`config.mk`:
```
export PLATFORM = sky130hd
export DESIGN_NAME = lnb_supply_i2c_regs
export DESIGN_NICKNAME = d
export VERILOG_FILES = /design/src/lnb_pkg.sv /design/src/lnb_supply_i2c_regs.sv /design/src/sync2.sv /design/src/level_guard.sv
export VERILOG_INCLUDE_DIRS = /design/src
export SDC_FILE = /design/constraint.sdc
export NUM_CORES = 1
export LEC_CHECK = 0
export ABC_CLOCK_PERIOD_IN_PS = 7200
export BUFFER_PORTS_ARGS = -buffer_cell sky130_fd_sc_hd__clkbuf_2
export CAP_MARGIN = 5
export CELL_PAD_IN_SITES_DETAIL_PLACEMENT = 0
export CELL_PAD_IN_SITES_GLOBAL_PLACEMENT = 1
export CORE_MARGIN = 10
export CORE_UTILIZATION = 32
export CTS_CLUSTER_DIAMETER = 80
export DETAILED_ROUTE_END_ITERATION = 10
export GPL_TIMING_DRIVEN = 0
export HOLD_SLACK_MARGIN = 0.06
export MAX_ROUTING_LAYER = met4
export PLACE_DENSITY_LB_ADDON = 0.1
export REMOVE_ABC_BUFFERS = 1
export SLEW_MARGIN = 20
export SYNTH_ARGS = -nofsm -noshare
export SYNTH_HDL_FRONTEND = slang
export SYNTH_SLANG_ARGS = --single-unit
```
`constraint.sdc`:
```
create_clock -name clk -period 7.2 [get_ports clk]
set_input_delay 1.08 -clock clk [delete_from_list [all_inputs] [get_ports clk]]
set_output_delay 1.08 -clock clk [all_outputs]
set_load 0.05 [all_outputs]
```
`src/lnb_params.svh`:
```
// Constants for the supply-controller register bank and its two-wire port
`ifndef LNB_PARAMS_SVH
`define LNB_PARAMS_SVH
// ----------------------------------------------------------------------
// Register offsets
// ----------------------------------------------------------------------
`define REG_DIAG_PRIMARY 3'h0
`define REG_DIAG_TONE 3'h1
`define REG_OUT_LEVEL 3'h2
`define REG_TONE_POWER 3'h3
`define REG_CUR_LIMIT 3'h4
`define REG_PROTECT 3'h5
`define REG_LAST 3'h5
// ----------------------------------------------------------------------
// Reset values and field positions
// ----------------------------------------------------------------------
`define CTRL_RESET 8'h00
`define OVERLOAD_POLICY_BIT 3
`define OVERTEMP_POLICY_BIT 6
`define SLAVE_ADDR_BASE 7'h08
`endif

```
`src/lnb_pkg.sv`:
```
// Types shared by the register bank files
package lnb_pkg;
  // Two-wire slave protocol phases
  typedef enum logic [2:0] {
    SL_IDLE, SL_CHIP, SL_REGADDR, SL_WDATA, SL_RDATA, SL_RACK
  } slave_state_t;
endpackage : lnb_pkg

```
`src/lnb_supply_i2c_regs.sv`:
```
// Two-wire slave register bank of the LNB supply controller
// ----------------------------------------------------------------------
// Behaviour
// Master writes chip, register address, data, stop
// Further write bytes go to next register
// Slave acknowledges every received byte
// Accept writes until stop, any start address
// Master sets address, stops, then reads
// Send register; master ack advances to next
// Master ends read with nack then stop
// Control registers read back last write
// Register 2 holds four-bit level selector
// All registers zero at power-on
// Tone enable bit gates tone output
// Low-power bit; software avoids during tone
// Tone input role: external tone or envelope
// Output limit range and switch limit select
// Pulsed current limiting disable bit
// Pulsed limit on-time select bit
// Current monitor diagnostic enable bit
// Overload policy: latch-clear or auto-restore
// Overtemperature policy: latch-clear or auto-restore
// Status registers 0 and 1 read-only
// Primary status bits 0,2,4,6,7
// Tone and current status bits 0,2,4
// Level zero disables output, standby
// Slave address 0001000 or 0001001 by pin
// Reserved status bits zero; reserved stored
// ----------------------------------------------------------------------
`timescale 1ns/1ps
`include "lnb_params.svh"
module lnb_supply_i2c_regs
  import lnb_pkg::*;
(
  // Clock and reset
  input wire logic clk,
  input wire logic rst,
  // Two-wire bus pins
  input wire logic sclIn,
  input wire logic sdaIn,
  output logic sdaOut,
  output logic sdaOe,
  input wire logic addrPin,
  // Analog monitor inputs
  input wire logic overload_flag,
  input wire logic out_voltage_low_flag,
  input wire logic pulldown_overcurrent_flag,
  input wire logic overtemp_flag,
  input wire logic supply_low_flag,
  input wire logic tone_detect_input,
  input wire logic tone_out_of_spec_flag,
  input wire logic current_monitor_flag,
  // Control outputs to the analog blocks
  output logic [3:0] outLevel,
  output logic tone_enable,
  output logic low_power_sel,
  output logic tone_input_role,
  output logic out_limit_low_range,
  output logic switch_limit_sel,
  output logic pulsed_limit_off,
  output logic timerLongSel,
  output logic current_monitor_enable,
  output logic overload_latch_policy,
  output logic overtemp_latch_policy,
  output logic compHighEsr
);
  // ----------------------------------------------------------------------
  // Pin synchronisation
  // ----------------------------------------------------------------------
  logic sclS; // Synchronised clock line
  logic sdaS; // Synchronised data line
  logic addrS; // Synchronised address strap
  logic [7:0] statIn; // Raw monitor bits packed
  logic [7:0] statS; // Synchronised monitor bits

  sync2 u_sync_scl (.clk(clk), .rst(rst), .din(sclIn), .dout(sclS));
  sync2 u_sync_sda (.clk(clk), .rst(rst), .din(sdaIn), .dout(sdaS));
  sync2 u_sync_adr (.clk(clk), .rst(rst), .din(addrPin), .dout(addrS));

  assign statIn = {overload_flag, out_voltage_low_flag,
                   pulldown_overcurrent_flag, overtemp_flag,
                   supply_low_flag, tone_detect_input,
                   tone_out_of_spec_flag, current_monitor_flag};

  genvar gi;
  generate
    for (gi = 0; gi < 8; gi = gi + 1) begin : g_stat
      sync2 u_sync (.clk(clk), .rst(rst), .din(statIn[gi]),
                    .dout(statS[gi]));
    end
  endgenerate

  // Named views of the synchronised monitors
  logic olfS, vmonS, pdoS, otfS, lpdS, detS, tmonS, imonS;
  assign {olfS, vmonS, pdoS, otfS, lpdS, detS, tmonS, imonS} = statS;

  // ----------------------------------------------------------------------
  // Bus edge and condition detection
  // ----------------------------------------------------------------------
  logic sclPrev_q; // Previous synchronised clock
  logic sdaPrev_q; // Previous synchronised data
  logic sclRise;
  logic sclFall;
  logic startCond;
  logic stopCond;

  always_ff @(posedge clk or posedge rst) begin
    if (rst) begin
      sclPrev_q <= 1'b1;
      sdaPrev_q <= 1'b1;
    end else begin
      sclPrev_q <= sclS;
      sdaPrev_q <= sdaS;
    end
  end

  assign sclRise = sclS && !sclPrev_q;
  assign sclFall = !sclS && sclPrev_q;
  // Data moving while the clock is high marks a frame boundary
  assign startCond = sclS && sclPrev_q && sdaPrev_q && !sdaS;
  assign stopCond = sclS && sclPrev_q && !sdaPrev_q && sdaS;

  // ----------------------------------------------------------------------
  // Helpers
  // ----------------------------------------------------------------------
  // Next register pointer; wraps past the last register to keep in map
  function automatic logic [2:0] nextPtr(input logic [2:0] p);
    if (p >= `REG_LAST) begin
      nextPtr = 3'h0;
    end else begin
      nextPtr = p + 3'h1;
    end
  endfunction : nextPtr

  // ----------------------------------------------------------------------
  // Register storage
  // ----------------------------------------------------------------------
  logic [7:0] levelReg_q; // Output level control
  logic [7:0] toneReg_q; // Tone and power control
  logic [7:0] limitReg_q; // Current limit control
  logic [7:0] protReg_q; // Protection policy control

  // ----------------------------------------------------------------------
  // Protocol state
  // ----------------------------------------------------------------------
  slave_state_t state_q;
  logic [3:0] bitCnt_q; // Bits seen in current byte, 0..8; 4'hf marks a read reload
  logic [7:0] shift_q; // Receive / transmit shift register
  logic [2:0] ptr_q; // Register pointer
  logic ackPhase_q; // Slave is driving the ack slot
  logic readMode_q; // Current frame is a read
  logic wrStrobe; // Data byte completed for writing
  logic [7:0] rdData; // Currently addressed register value
  logic [6:0] myAddr;

  assign myAddr = `SLAVE_ADDR_BASE | {6'h00, addrS};

  // Readback mux; reserved status bits read zero
  always_comb begin
    if (ptr_q == `REG_DIAG_PRIMARY) begin
      rdData = {lpdS, otfS, 1'b0, pdoS, 1'b0, vmonS, 1'b0, olfS};
    end else if (ptr_q == `REG_DIAG_TONE) begin
      rdData = {3'h0, imonS, 1'b0, tmonS, 1'b0, detS};
    end else if (ptr_q == `REG_OUT_LEVEL) begin
      rdData = levelReg_q;
    end else if (ptr_q == `REG_TONE_POWER) begin
      rdData = toneReg_q;
    end else if (ptr_q == `REG_CUR_LIMIT) begin
      rdData = limitReg_q;
    end else if (ptr_q == `REG_PROTECT) begin
      rdData = protReg_q;
    end else begin
      rdData = 8'h00;
    end
  end

  // ----------------------------------------------------------------------
  // Byte engine: shifts in on rising clock, shifts out and acts on the falling edge
  // ----------------------------------------------------------------------
  always_ff @(posedge clk or posedge rst) begin
    if (rst) begin
      state_q <= SL_IDLE;
      bitCnt_q <= 4'h0;
      shift_q <= 8'h00;
      ptr_q <= 3'h0;
      ackPhase_q <= 1'b0;
      readMode_q <= 1'b0;
    end else if (startCond) begin
      // Repeated or fresh start: listen for chip address
      state_q <= SL_CHIP;
      bitCnt_q <= 4'h0;
      ackPhase_q <= 1'b0;
    end else if (stopCond) begin
      // Stop ends any frame; pointer is kept for the next read
      state_q <= SL_IDLE;
      ackPhase_q <= 1'b0;
    end else begin
      case (state_q)
        SL_IDLE: begin
          ackPhase_q <= 1'b0;
        end
        SL_RDATA: begin
          if (sclFall && !ackPhase_q) begin
            if (bitCnt_q == 4'hf) begin
              // Master ack slot over: load the advanced register
              shift_q <= rdData;
              bitCnt_q <= 4'h0;
            end else if (bitCnt_q == 4'h8) begin
              state_q <= SL_RACK; // Release and sample master ack
              bitCnt_q <= 4'h0;
            end else begin
              shift_q <= {shift_q[6:0], 1'b0};
            end
          end else if (sclRise) begin
            bitCnt_q <= bitCnt_q + 4'h1;
          end
        end
        SL_RACK: begin
          if (sclRise) begin
            if (!sdaS) begin
              // Master acked: advance and send next
              ptr_q <= nextPtr(ptr_q);
              state_q <= SL_RDATA;
              bitCnt_q <= 4'hf;
            end else begin
              state_q <= SL_IDLE; // Nack ends the read
            end
          end
        end
        default: begin
          // Receiving states: chip, register address, write data
          if (sclRise && !ackPhase_q) begin
            shift_q <= {shift_q[6:0], sdaS};
            bitCnt_q <= bitCnt_q + 4'h1;
          end else if (sclFall && ackPhase_q) begin
            // Ack slot over: release the line
            ackPhase_q <= 1'b0;
            bitCnt_q <= 4'h0;
            if (readMode_q && state_q == SL_CHIP) begin
              state_q <= SL_RDATA;
              shift_q <= rdData;
              bitCnt_q <= 4'h0;
            end else if (state_q == SL_CHIP) begin
              state_q <= SL_REGADDR;
            end else begin
              state_q <= SL_WDATA;
            end
          end else if (sclFall && bitCnt_q == 4'h8) begin
            if (state_q == SL_CHIP) begin
              if (shift_q[7:1] == myAddr) begin
                ackPhase_q <= 1'b1;
                readMode_q <= shift_q[0];
              end else begin
                state_q <= SL_IDLE; // Not ours: stay silent
              end
            end else if (state_q == SL_REGADDR) begin
              ptr_q <= shift_q[2:0];
              ackPhase_q <= 1'b1;
            end else begin
              ackPhase_q <= 1'b1;
            end
          end else if (state_q == SL_WDATA && sclRise && ackPhase_q) begin
            ptr_q <= nextPtr(ptr_q); // Next byte to next register
          end
        end
      endcase
    end
  end

  // A write lands in the ack cycle opening edge of a data byte
  assign wrStrobe = (state_q == SL_WDATA) && sclFall && !ackPhase_q &&
                    (bitCnt_q == 4'h8) && !startCond && !stopCond;

  // Reload of shift register after ack in read mode uses the pointer of
  // the rising ack edge; bitCnt 4'hf marks the load cycle.
  logic loadPending;
  assign loadPending = (state_q == SL_RDATA) && (bitCnt_q == 4'hf);

  // ----------------------------------------------------------------------
  // Data line drive: ack slots and read bits, open-drain style
  // ----------------------------------------------------------------------
  logic txBit_q; // Registered line-low request
  always_ff @(posedge clk or posedge rst) begin
    if (rst) begin
      txBit_q <= 1'b0;
    end else if (ackPhase_q && state_q != SL_IDLE) begin
      txBit_q <= 1'b1; // Pull low to acknowledge
    end else if (state_q == SL_RDATA && !loadPending) begin
      txBit_q <= !shift_q[7];
    end else begin
      txBit_q <= 1'b0;
    end
  end
  assign sdaOut = 1'b0;
  assign sdaOe = txBit_q;

  // ----------------------------------------------------------------------
  // Control registers: written through the data phase; latch policy also clears the level nibble
  // ----------------------------------------------------------------------
  logic overloadClear; // Latch policy wipes level on overload
  logic overtempClear; // Latch policy wipes level on overtemp
  assign overloadClear = olfS && protReg_q[`OVERLOAD_POLICY_BIT];
  assign overtempClear = otfS && protReg_q[`OVERTEMP_POLICY_BIT];

  always_ff @(posedge clk or posedge rst) begin
    if (rst) begin
      levelReg_q <= `CTRL_RESET;
      toneReg_q <= `CTRL_RESET;
      limitReg_q <= `CTRL_RESET;
      protReg_q <= `CTRL_RESET;
    end else begin
      if (wrStrobe && ptr_q == `REG_OUT_LEVEL) begin
        levelReg_q <= {shift_q[7:4], shift_q[3:0]};
      end else if (overloadClear || overtempClear) begin
        levelReg_q <= {levelReg_q[7:4], 4'h0};
      end
      if (wrStrobe && ptr_q == `REG_TONE_POWER) begin
        toneReg_q <= shift_q;
      end
      if (wrStrobe && ptr_q == `REG_CUR_LIMIT) begin
        limitReg_q <= shift_q;
      end
      if (wrStrobe && ptr_q == `REG_PROTECT) begin
        protReg_q <= shift_q;
      end
      // Status offsets have no storage, writes there are dropped
    end
  end


  // ----------------------------------------------------------------------
  // Control outputs
  // ----------------------------------------------------------------------
  level_guard u_guard (
    .levelSel(levelReg_q[3:0]),
    .overloadFlag(olfS),
    .overtempFlag(otfS),
    .levelOut(outLevel)
  );
  assign tone_enable = toneReg_q[0];
  assign low_power_sel = toneReg_q[1];
  assign tone_input_role = toneReg_q[2];
  assign out_limit_low_range = limitReg_q[0];
  assign switch_limit_sel = limitReg_q[1];
  assign pulsed_limit_off = limitReg_q[2];
  assign timerLongSel = limitReg_q[3];
  assign current_monitor_enable = protReg_q[0];
  assign overload_latch_policy = protReg_q[`OVERLOAD_POLICY_BIT];
  assign overtemp_latch_policy = protReg_q[`OVERTEMP_POLICY_BIT];
  assign compHighEsr = protReg_q[7];
endmodule : lnb_supply_i2c_regs

```
`src/sync2.sv`:
```
// Two-flop synchroniser for pin levels
`timescale 1ns/1ps
module sync2 (
  // Clock and reset
  input wire logic clk,
  input wire logic rst,
  // Level in and out
  input wire logic din,
  output logic dout
);
  logic meta_q; // First stage, read only by the second
  // ----------------------------------------------------------------------
  // Sampling chain
  // ----------------------------------------------------------------------
  always_ff @(posedge clk or posedge rst) begin
    if (rst) begin
      meta_q <= 1'b0;
      dout <= 1'b0;
    end else begin
      meta_q <= din;
      dout <= meta_q;
    end
  end
endmodule : sync2

```
`src/level_guard.sv`:
```
// Output-level gating for overload and overtemperature recovery
`timescale 1ns/1ps
module level_guard (
  // Control inputs
  input wire logic [3:0] levelSel,
  input wire logic overloadFlag,
  input wire logic overtempFlag,
  // Gated level to the regulator
  output logic [3:0] levelOut
);
  // ----------------------------------------------------------------------
  // Auto-restore path: level held off while a fault is active
  // ----------------------------------------------------------------------
  always_comb begin
    if (overloadFlag || overtempFlag) begin
      levelOut = 4'h0; // Output disabled during fault
    end else begin
      levelOut = levelSel; // Zero code means standby
    end
  end
endmodule : level_guard

```
# Yosys cells after proc, flatten, opt, wreduce, memory -nomap -nowiden
# Index checks and enable logic that the tools add are counted.
# word_totals
regBits	77
input_bits	13
elab_cells	205
# classes
bitwise_logic	7
eq_ne	37
addsub	2
n_lt_le_gt_ge	1
n_mux	62
reduce_logical	60
# ops
op	n
2-to-1 mux 8 bit	13
2-to-1 mux 3 bit	22
2-to-1 mux 4 bit	12
logical AND 1 bit	28
inequality test 4 bit (second input constant)	5
case mux 8 bit (2 select lines)	1
AND reduction 7 bit	2
equality test 3 x 2 -> 1 bit (second input constant)	4
equality test 3 bit (second input constant)	4
inequality test 6 x 4 -> 1 bit (second input constant)	2
case mux 4 bit (3 select lines)	1
nonzero test 3 bit	4
nonzero test 6 bit	2
2-to-1 mux 1 bit	10
inequality test 2 bit (second input constant)	5
AND reduction 10 bit	1
nonzero test 5 bit	2
logical NOT 1 bit	9
inequality test 3 bit (second input constant)	3
case mux 3 bit (3 select lines)	1
AND reduction 9 bit	1
equality test 4 bit (second input constant)	2
AND reduction 8 bit	1
equality test 7 x 4 -> 1 bit	1
19 further kinds	33

# Logic depth before layout (Yosys ltp)
# Gate-level depths: netlist (run 1).
# logic_depth
word_depth	11
ltp_mapped	8
ltp_nobuf	7

# Modules after synthesis
# From an unflattened synthesis (run 1), not the netlist that was laid out.
# unflattened
cells_unflattened	348
area_unflattened_um2	3871.2
# modules_own_cells
mod	area_each_um2	cells_per_inst	instances
lnb_supply_i2c_regs	3249.4	311	1
sync2	53.8	3	11
level_guard	30.0	4	1

# Worst setup path after synthesis (run 1)
# OpenSTA, ideal clock, no wires.
# synth_path
path_kind	register to register
startpoint	reg sclPrev_q
endpoint	reg bitCnt_q[1]
setup_time_ns	0.125
path_slack_ns	5.140
required_time_ns	7.075
stages_incl_launch_ff	8
arrival_ns	1.935
path_cell_list	dfstp_2 or3b_1 buf_2 o21a_1 o221ai_1 and3_1 buf_2 mux2_2
# synth_via
elab_chain_cells	7
# synth_lines
item	line	text
start, declared	lnb_supply_i2c_regs.sv:100	logic sclPrev_q;
start signal, assigned	lnb_supply_i2c_regs.sv:112	sclPrev_q <= sclS;
logical NOT 1 bit	lnb_supply_i2c_regs.sv:117	assign sclRise = sclS && !sclPrev_q;
logical AND 1 bit	lnb_supply_i2c_regs.sv:117	
logical AND 1 bit	lnb_supply_i2c_regs.sv:232	if (sclRise && !ackPhase_q) begin
2-to-1 mux 4 bit	lnb_supply_i2c_regs.sv:232	
case mux 4 bit (3 select lines)	lnb_supply_i2c_regs.sv:198	case (state_q)
2-to-1 mux 4 bit	lnb_supply_i2c_regs.sv:193	end else if (stopCond) begin
2-to-1 mux 4 bit	lnb_supply_i2c_regs.sv:188	end else if (startCond) begin
end signal, assigned	lnb_supply_i2c_regs.sv:215	bitCnt_q <= bitCnt_q + 4'h1;
end signal, assigned	lnb_supply_i2c_regs.sv:234	bitCnt_q <= bitCnt_q + 4'h1;
end, declared	lnb_supply_i2c_regs.sv:147	logic [3:0] bitCnt_q;
# Several ways; a longest one is shown, not always the timed one. The select of a mux whose other input is x is not followed.
# A chain may end at the register's enable or synchronous reset.

# Worst setup path in the final report (run 1)
# layout_path
startpoint	reg ptr_q[2]
endpoint	reg shift_q[7]
# layout_via
elab_chain_cells	11
# layout_lines
item	line	text
start, declared	lnb_supply_i2c_regs.sv:149	logic [2:0] ptr_q;
start signal, assigned	lnb_supply_i2c_regs.sv:222	ptr_q <= nextPtr(ptr_q);
start signal, assigned	lnb_supply_i2c_regs.sv:257	ptr_q <= shift_q[2:0];
start signal, assigned	lnb_supply_i2c_regs.sv:263	ptr_q <= nextPtr(ptr_q);
equality test 3 bit (no source line)	n/a	
2-to-1 mux 8 bit	lnb_supply_i2c_regs.sv:170	end else if (ptr_q == `REG_PROTECT) begin
2-to-1 mux 8 bit	lnb_supply_i2c_regs.sv:168	end else if (ptr_q == `REG_CUR_LIMIT) begin
2-to-1 mux 8 bit	lnb_supply_i2c_regs.sv:166	end else if (ptr_q == `REG_TONE_POWER) begin
2-to-1 mux 8 bit	lnb_supply_i2c_regs.sv:164	end else if (ptr_q == `REG_OUT_LEVEL) begin
2-to-1 mux 8 bit	lnb_supply_i2c_regs.sv:162	end else if (ptr_q == `REG_DIAG_TONE) begin
2-to-1 mux 8 bit *	lnb_supply_i2c_regs.sv:160	if (ptr_q == `REG_DIAG_PRIMARY) begin
2-to-1 mux 8 bit	lnb_supply_i2c_regs.sv:239	if (readMode_q && state_q == SL_CHIP) begin
2-to-1 mux 8 bit	lnb_supply_i2c_regs.sv:235	end else if (sclFall && ackPhase_q) begin
2-to-1 mux 8 bit	lnb_supply_i2c_regs.sv:232	
case mux 8 bit (2 select lines) *	lnb_supply_i2c_regs.sv:198	
end signal, assigned	lnb_supply_i2c_regs.sv:206	shift_q <= rdData;
end signal, assigned	lnb_supply_i2c_regs.sv:233	shift_q <= {shift_q[6:0], sdaS};
end signal, assigned	lnb_supply_i2c_regs.sv:241	shift_q <= rdData;
end, declared	lnb_supply_i2c_regs.sv:148	logic [7:0] shift_q;
# Every way passes the cells marked *; elsewhere a longest branch is shown, timed or not. The select of a mux whose other input is x is not followed.

==> results.toml, run 1 <==
[status]
status = "finished clean"

[clocking]
clock-sinks = 77
hold_buffers = 0
numCtsBuffers = 9
ctsResizeCount = 0
cts_tree = "yes"
clkTransAtPathRegs_ns = 0.06
clock_path_buffers = 2
postCtsSetupBuffers = 0
htreeDepth = 3
cts-root-buf = "clkbuf_16"
clk_latency_ns = 0.34

[min_path]
hp-class = "reg -> reg"
min_from = "u_sync_scl.meta_q"
worstHoldPathCells = 0
hold_end = "u_sync_scl.dout"

[power]
peakVddDrop_v = 0.000136
powerDensity_mw_per_mm2 = 217
power.leakage_nw = 2.00

[global_route]
gr-usage-met3 = 0.0298
use_met2 = 0.182
busiest_layer = "met1"
grt_pass1_wl_microns = 16600
antenna_found_initial = 0
use_met1 = 0.183
grt_max_degree = 56
grt_overflow = 0
grt_pass1_vias = 2938
grtUsageTotal = 0.131

[critical_path]
ff2ff_setup_slack_ns = 4.33
worstSetupEndpointType = "register"
timing.rr.end = "shift_q[7]"
rr_startpoint = "ptr_q[2]"
crit_path_cell_trace = "inv_1 > ha_1 > nor4bb_2 > buf_4 > a221oi_1 > a22o_1 > a21oi_1 > mux2_2"
crit_arrival_ns = 3.14
critPathKind = "reg -> reg"
max_stage_delay_ns = 0.67
critPathMaxFanout = 16
reg2reg_depth = 8
cp_data_required_time_ns = 7.47
cp-start-kind = "register"
slowest_stage = "dfrtp_1"

[floorplanning]
ios = 30
die_area_sq_mm = 0.0170
rows = 40
core_region_area_sq_mm = 0.0120
die_x_microns = 131
die_y_microns = 131
initial_core_util = 0.326

[sta]
layout_setup_ws_ns = 4.33
period_share = 0.398
setup_viol = 0
fin_setup_tns_ns = 0
slew_headroom = 0.391
rsz0062_at_grt = "no"
skew_ns = 0.00686
hold_viol = 0
min_period_ns = 2.87
worstMarginPinSlew_ns = 0.911
final_max_slew_viol_count = 0
max_freq_mhz = 349

[drt]
wl_per_cell_microns = 19.5
vias = 2832
antenna_left = 0
drt_iter0_drc = 212
dr.pass1.iters = 4
vias_per_cell = 5.33
wl_microns = 10400
drc = 0

[cells_and_area]
diodes = 0
most-common-layout-cells = "75 x dfrtp_1, 41 x mux2_2, 28 x nand2_1, 28 x clkbuf_2, 26 x nor2_1"
final_nets = 399
nFillCells = 1204
final_common_cell = "dfrtp_1"
synthToLayoutAreaGrowth_pct = 13.6
drive_gt1_frac = 0.255

[synth]
netlist_area_sq_mm = 0.00391
synthArstFlopShare = 1.00
synth_area_per_cell_sq_um = 10.7
yosysTopAreaCell = "dfrtp_1"
ys_seq_area_frac = 0.493
yosys_register_bits = 77
synth_edf_count = 0
postSynthCellCount = 364
ys_types = 58
ys.flop_type = "dfrtp_1"
synth_top_area_frac = 0.480
synth_top_cells_by_area = "dfrtp_1 48%, mux2_2 12%, a21oi_1 2.7%, nand2_1 2.7%, nor2_1 2.5%"
yosysWarnings = 0

[placed_design]
io_buffers = 28
pre_cts_ws_ns = 4.37
routabilityCongestion = 0.819
dp_hpwl_microns = 6990

[job]
drv_cap = 0
worst max path at each step:
| stage | slack (ns) | end | depth (start not counted) | from |
|---|---|---|---|---|
| floorplan | 4.16 | ackPhase_q | 1 | rst |
| global placement | 3.02 | g_stat[1].u_sync.dout | 2 | rst |
| detailed placement | 4.37 | shift_q[7] | 8 | ptr_q[2] |
| CTS | 4.33 | shift_q[7] | 8 | ptr_q[2] |
| global route | 4.14 | shift_q[5] | 8 | ptr_q[2] |
| finish | 4.33 | shift_q[7] | 8 | ptr_q[2] |
synthesized netlist by cell type, types with 3 or more instances:
cell type and number:
dfrtp_1 75, mux2_2 41, nand2_1 28, nor2_1 26, a21oi_1 21, buf_2 13, o21ai_0 12, clkbuf_1 11
inv_1 11, ha_1 7, nand3_1 7, o31ai_1 7, a22o_1 6, and2_1 6, a211oi_1 5, a221o_1 5
a221oi_1 5, mux2i_1 5, nand2b_1 5, nor2b_1 5, and3b_1 4, nor3b_1 4, a31oi_1 3, a32oi_1 3
and3_1 3, nor3_1 3, xnor2_1 3
cell type report:
class | count | area [sq um] | area share
Tap cell | 147 | 184 | 0.0414
Inverter | 11 | 43.8 | 0.00986
Clock buffer | 13 | 260 | 0.0586
Clock inverter | 3 | 20.0 | 0.00451
Multi-Input combinational cell | 250 | 1830 | 0.412
Timing Repair Buffer | 30 | 175 | 0.0394
Sequential cell | 77 | 1930 | 0.434
critical path: cells and delay by family (launching register included):
kind | cells | cell delay, ns
DFF | 1 | 0.67
buffers and inverters | 2 | 0.50
AOI/OAI and AO/OA | 3 | 0.46
muxes | 1 | 0.15
adders and majority gates | 1 | 0.47
and+or+nand+nor | 1 | 0.56
metrics by stage:
stage               total power, mW  instances  cell area [sq um]  utilization  hold slack (ns)
floorplan                     0.520        338               3790            -            0.331
global placement              0.548        513               4120        0.343            0.337
detailed placement            0.551        515               4160        0.346            0.336
CTS                           0.983        531               4440        0.370            0.344
global route                   1.01        531               4440        0.370            0.343
finish                        0.965        531               4440        0.370            0.343
power by group:
| part | switching [mW] | total (mW) | internal [mW] |
|---|---|---|---|
| combinational | 0.0329 | 0.0597 | 0.0268 |
| sequential | 0.0312 | 0.482 | 0.451 |
| clock | 0.171 | 0.423 | 0.252 |
kinds of logic after synthesis:
| kind of cell | after synthesis | synth area share |
|---|---|---|
| simple gates | 111 | 0.160 |
| compound gates | 81 | 0.143 |
| flops | 77 | 0.493 |
| mux | 46 | 0.131 |
| buf+inv | 37 | 0.0406 |
| fa+ha+maj | 7 | 0.0224 |
| xor+xnor | 4 | 0.00896 |
| other cells | 1 | 0.000959 |
sequential cells by signal, indices dropped and copies added (netlist names), 3 cells and up:
| register | cells |
|---|---|
| g_stat.u_sync.dout | 8 |
| g_stat.u_sync.meta_q | 8 |
| levelReg_q | 8 |
| limitReg_q | 8 |
| protReg_q | 8 |
| shift_q | 8 |
| toneReg_q | 8 |
| bitCnt_q | 4 |
| ptr_q | 3 |
| state_q | 3 |
metal layers:
layer	wire, microns	up-vias
met4	135	0
met2	4470	62
met5	0	-
met3	493	10
met1	5270	1412
li1	-	1348
No activity file was read; power rests on OpenSTA's default activity.
==> run 2: changes to the inputs <==
- ABC_CLOCK_PERIOD_IN_PS: 7200 -> 2500
- clock period: 7.2 -> 2.5 ns (I/O delays scaled with it)
==> run 2 against run 1 <==
Against the previous run: core utilization is 0.52 points higher; cell area is 1.4% higher; die area stayed put; critical path depth is 1 lower; sequential share of layout area is 0.55 points lower; count of clock-buffer cells in the layout stayed put; non-clock buffer count is 3 higher; clock skew is 0.0016 ns lower; combinational power grew to 2.9 times the previous value; largest power group unchanged; highest routed layer unchanged.
==> results.toml, run 2 (same netlist as run 1, synthesis figures left out) <==
[global_route]
grt_pass1_vias = 2941
grtUsageTotal = 0.131
grt_pass1_wl_microns = 16500
antenna_found_initial = 0
grt_max_degree = 56
grt_overflow = 0

[critical_path]
timing.rr.end = "shift_q[7]"
critPathMaxFanout = 8
rr_startpoint = "ptr_q[0]"
cp_data_required_time_ns = 2.77
worstSetupEndpointType = "register"
ff2ff_setup_slack_ns = 0.11
cp-start-kind = "register"
reg2reg_depth = 7
critPathKind = "reg -> reg"
crit_arrival_ns = 2.66

[sta]
worstMarginPinSlew_ns = 0.909
skew_ns = 0.00528
hold_viol = 0
rsz0062_at_grt = "no"
holdWs_ns = 0.143
max_freq_mhz = 419
min_period_ns = 2.39
period_share = 0.956
slew_headroom = 0.393
setup_viol = 0
final_max_slew_viol_count = 0

[clocking]
numCtsBuffers = 9
clock-sinks = 77
clock_path_buffers = 2
clkTransAtPathRegs_ns = 0.06
cts-root-buf = "clkbuf_16"
cts_tree = "yes"
htreeDepth = 3
clk_latency_ns = 0.33

[drt]
drt_iter0_drc = 216
wl_per_cell_microns = 19.4
dr.pass1.iters = 4
antenna_left = 0
vias = 2854
vias_per_cell = 5.34
drc = 0
wl_microns = 10300

[floorplanning]
die_x_microns = 131
initial_core_util = 0.326
die_area_sq_mm = 0.0170
rows = 40
core_region_area_sq_mm = 0.0120
ios = 30
die_y_microns = 131

[placed_design]
place_inst = 515
dp_hpwl_microns = 6990
io_buffers = 28
routabilityCongestion = 0.819
postPlaceCellArea_sq_mm = 0.00416

[cells_and_area]
drive_gt1_frac = 0.276
final_common_cell = "dfrtp_1"
diodes = 0
final_cell_area_sq_mm = 0.00450
finalNonFillerCells = 534
most-common-layout-cells = "73 x dfrtp_1, 41 x mux2_2, 28 x nand2_1, 28 x clkbuf_2, 26 x nor2_1"
synthToLayoutAreaGrowth_pct = 15.2
final_core_util = 0.375
nFillCells = 1202
final_nets = 402

[min_path]
hp-class = "in -> reg"
worstHoldPathCells = 1
min_from = "overtemp_flag"
hold_end = "g_stat[4].u_sync.meta_q"

[status]
status = "finished clean"

[power]
peakVddDrop_v = 0.000390
power.leakage_nw = 2.01
powerDensity_mw_per_mm2 = 616

[job]
drv_cap = 0
==> run 2: cell count changes in the layout (fill, tap and decap cells not counted), moves of 2 or more <==
cell     before  now
ha_1          7    4
dfrtp_2       0    2
buf_4         1    3
and3_2        0    2
dfrtp_1      75   73
ha_2          0    2
and3_1        3    1
==> run 2: how the worst max path moves through the flow <==
stage          startpoint      endpoint  slack (ns)  depth (start not counted)
6_report         ptr_q[0]    shift_q[7]        0.11                          7
5_1_grt        state_q[2]    shift_q[5]       0.008                          5
4_1_cts         sclPrev_q  protReg_q[5]        0.03                          4
3_5_place_dp     ptr_q[2]    shift_q[7]       -0.33                          8
3_3_place_gp     ptr_q[2]    shift_q[7]       -1.18                          7
2_1_floorplan    ptr_q[2]    shift_q[2]        0.15                          7
==> run 2: power by group <==
group | total [mW] | leakage, nW | internal [mW] | switching (mW)
clock | 1.21 | 0.132 | 0.725 | 0.486
sequential | 1.39 | 1.01 | 1.30 | 0.0905
combinational | 0.173 | 0.866 | 0.0782 | 0.0951
==> run 2: layout make-up <==
| class | count | area (sq um) | area share |
|---|---|---|---|
| inverters | 11 | 43.8 | 0.00972 |
| multi-input cells | 250 | 1860 | 0.414 |
| flip-flops and latches | 77 | 1930 | 0.429 |
| clock buffers | 13 | 260 | 0.0578 |
| clock inverters | 3 | 20.0 | 0.00444 |
| repair buffers | 33 | 200 | 0.0444 |
| well taps | 147 | 184 | 0.0408 |
==> run 2: worst max-delay path: stages, from the launching register on <==
cell and delay, ns:
dfrtp_1 0.42, inv_1 0.14, ha_1 0.32, nor2b_1 0.77
a221oi_1 0.15, a22o_1 0.26, a21oi_1 0.12, mux2_2 0.15
==> run 2: what timing repair did <==
| action | 4_1_cts | 5_1_grt |
|---|---|---|
| hold buffers | 1 | 0 |
| resized for setup | 5 | 5 |
| endpoints found under the setup margin | 27 | 13 |
| pin swaps | 1 | 0 |
| setup buffers | 2 | 0 |
| hold endpoints to repair | 20 | 0 |
==> run 2: metal layers <==
| layer | part of all wire | vias to the layer above | track usage |
|---|---|---|---|
| met1 | 0.52 | 1431 | 0.182 |
| met3 | 0.033 | 10 | 0.0310 |
| met2 | 0.44 | 53 | 0.180 |
| met5 | 0 | - | - |
| li1 | - | 1360 | - |
| met4 | 0.013 | 0 | 0.0497 |
==> run 2: per-stage QoR <==
stage / TNS (ns) / setup WS [ns] / power (mW)
after floorplan: 0 / 0.154 / 1.50
after global placement: -82.92 / -1.18 / 1.58
after detailed placement: -3.00 / -0.333 / 1.59
after CTS: 0 / 0.0313 / 2.83
after global routing: 0 / 0.00806 / 2.91
final: 0 / 0.111 / 2.77
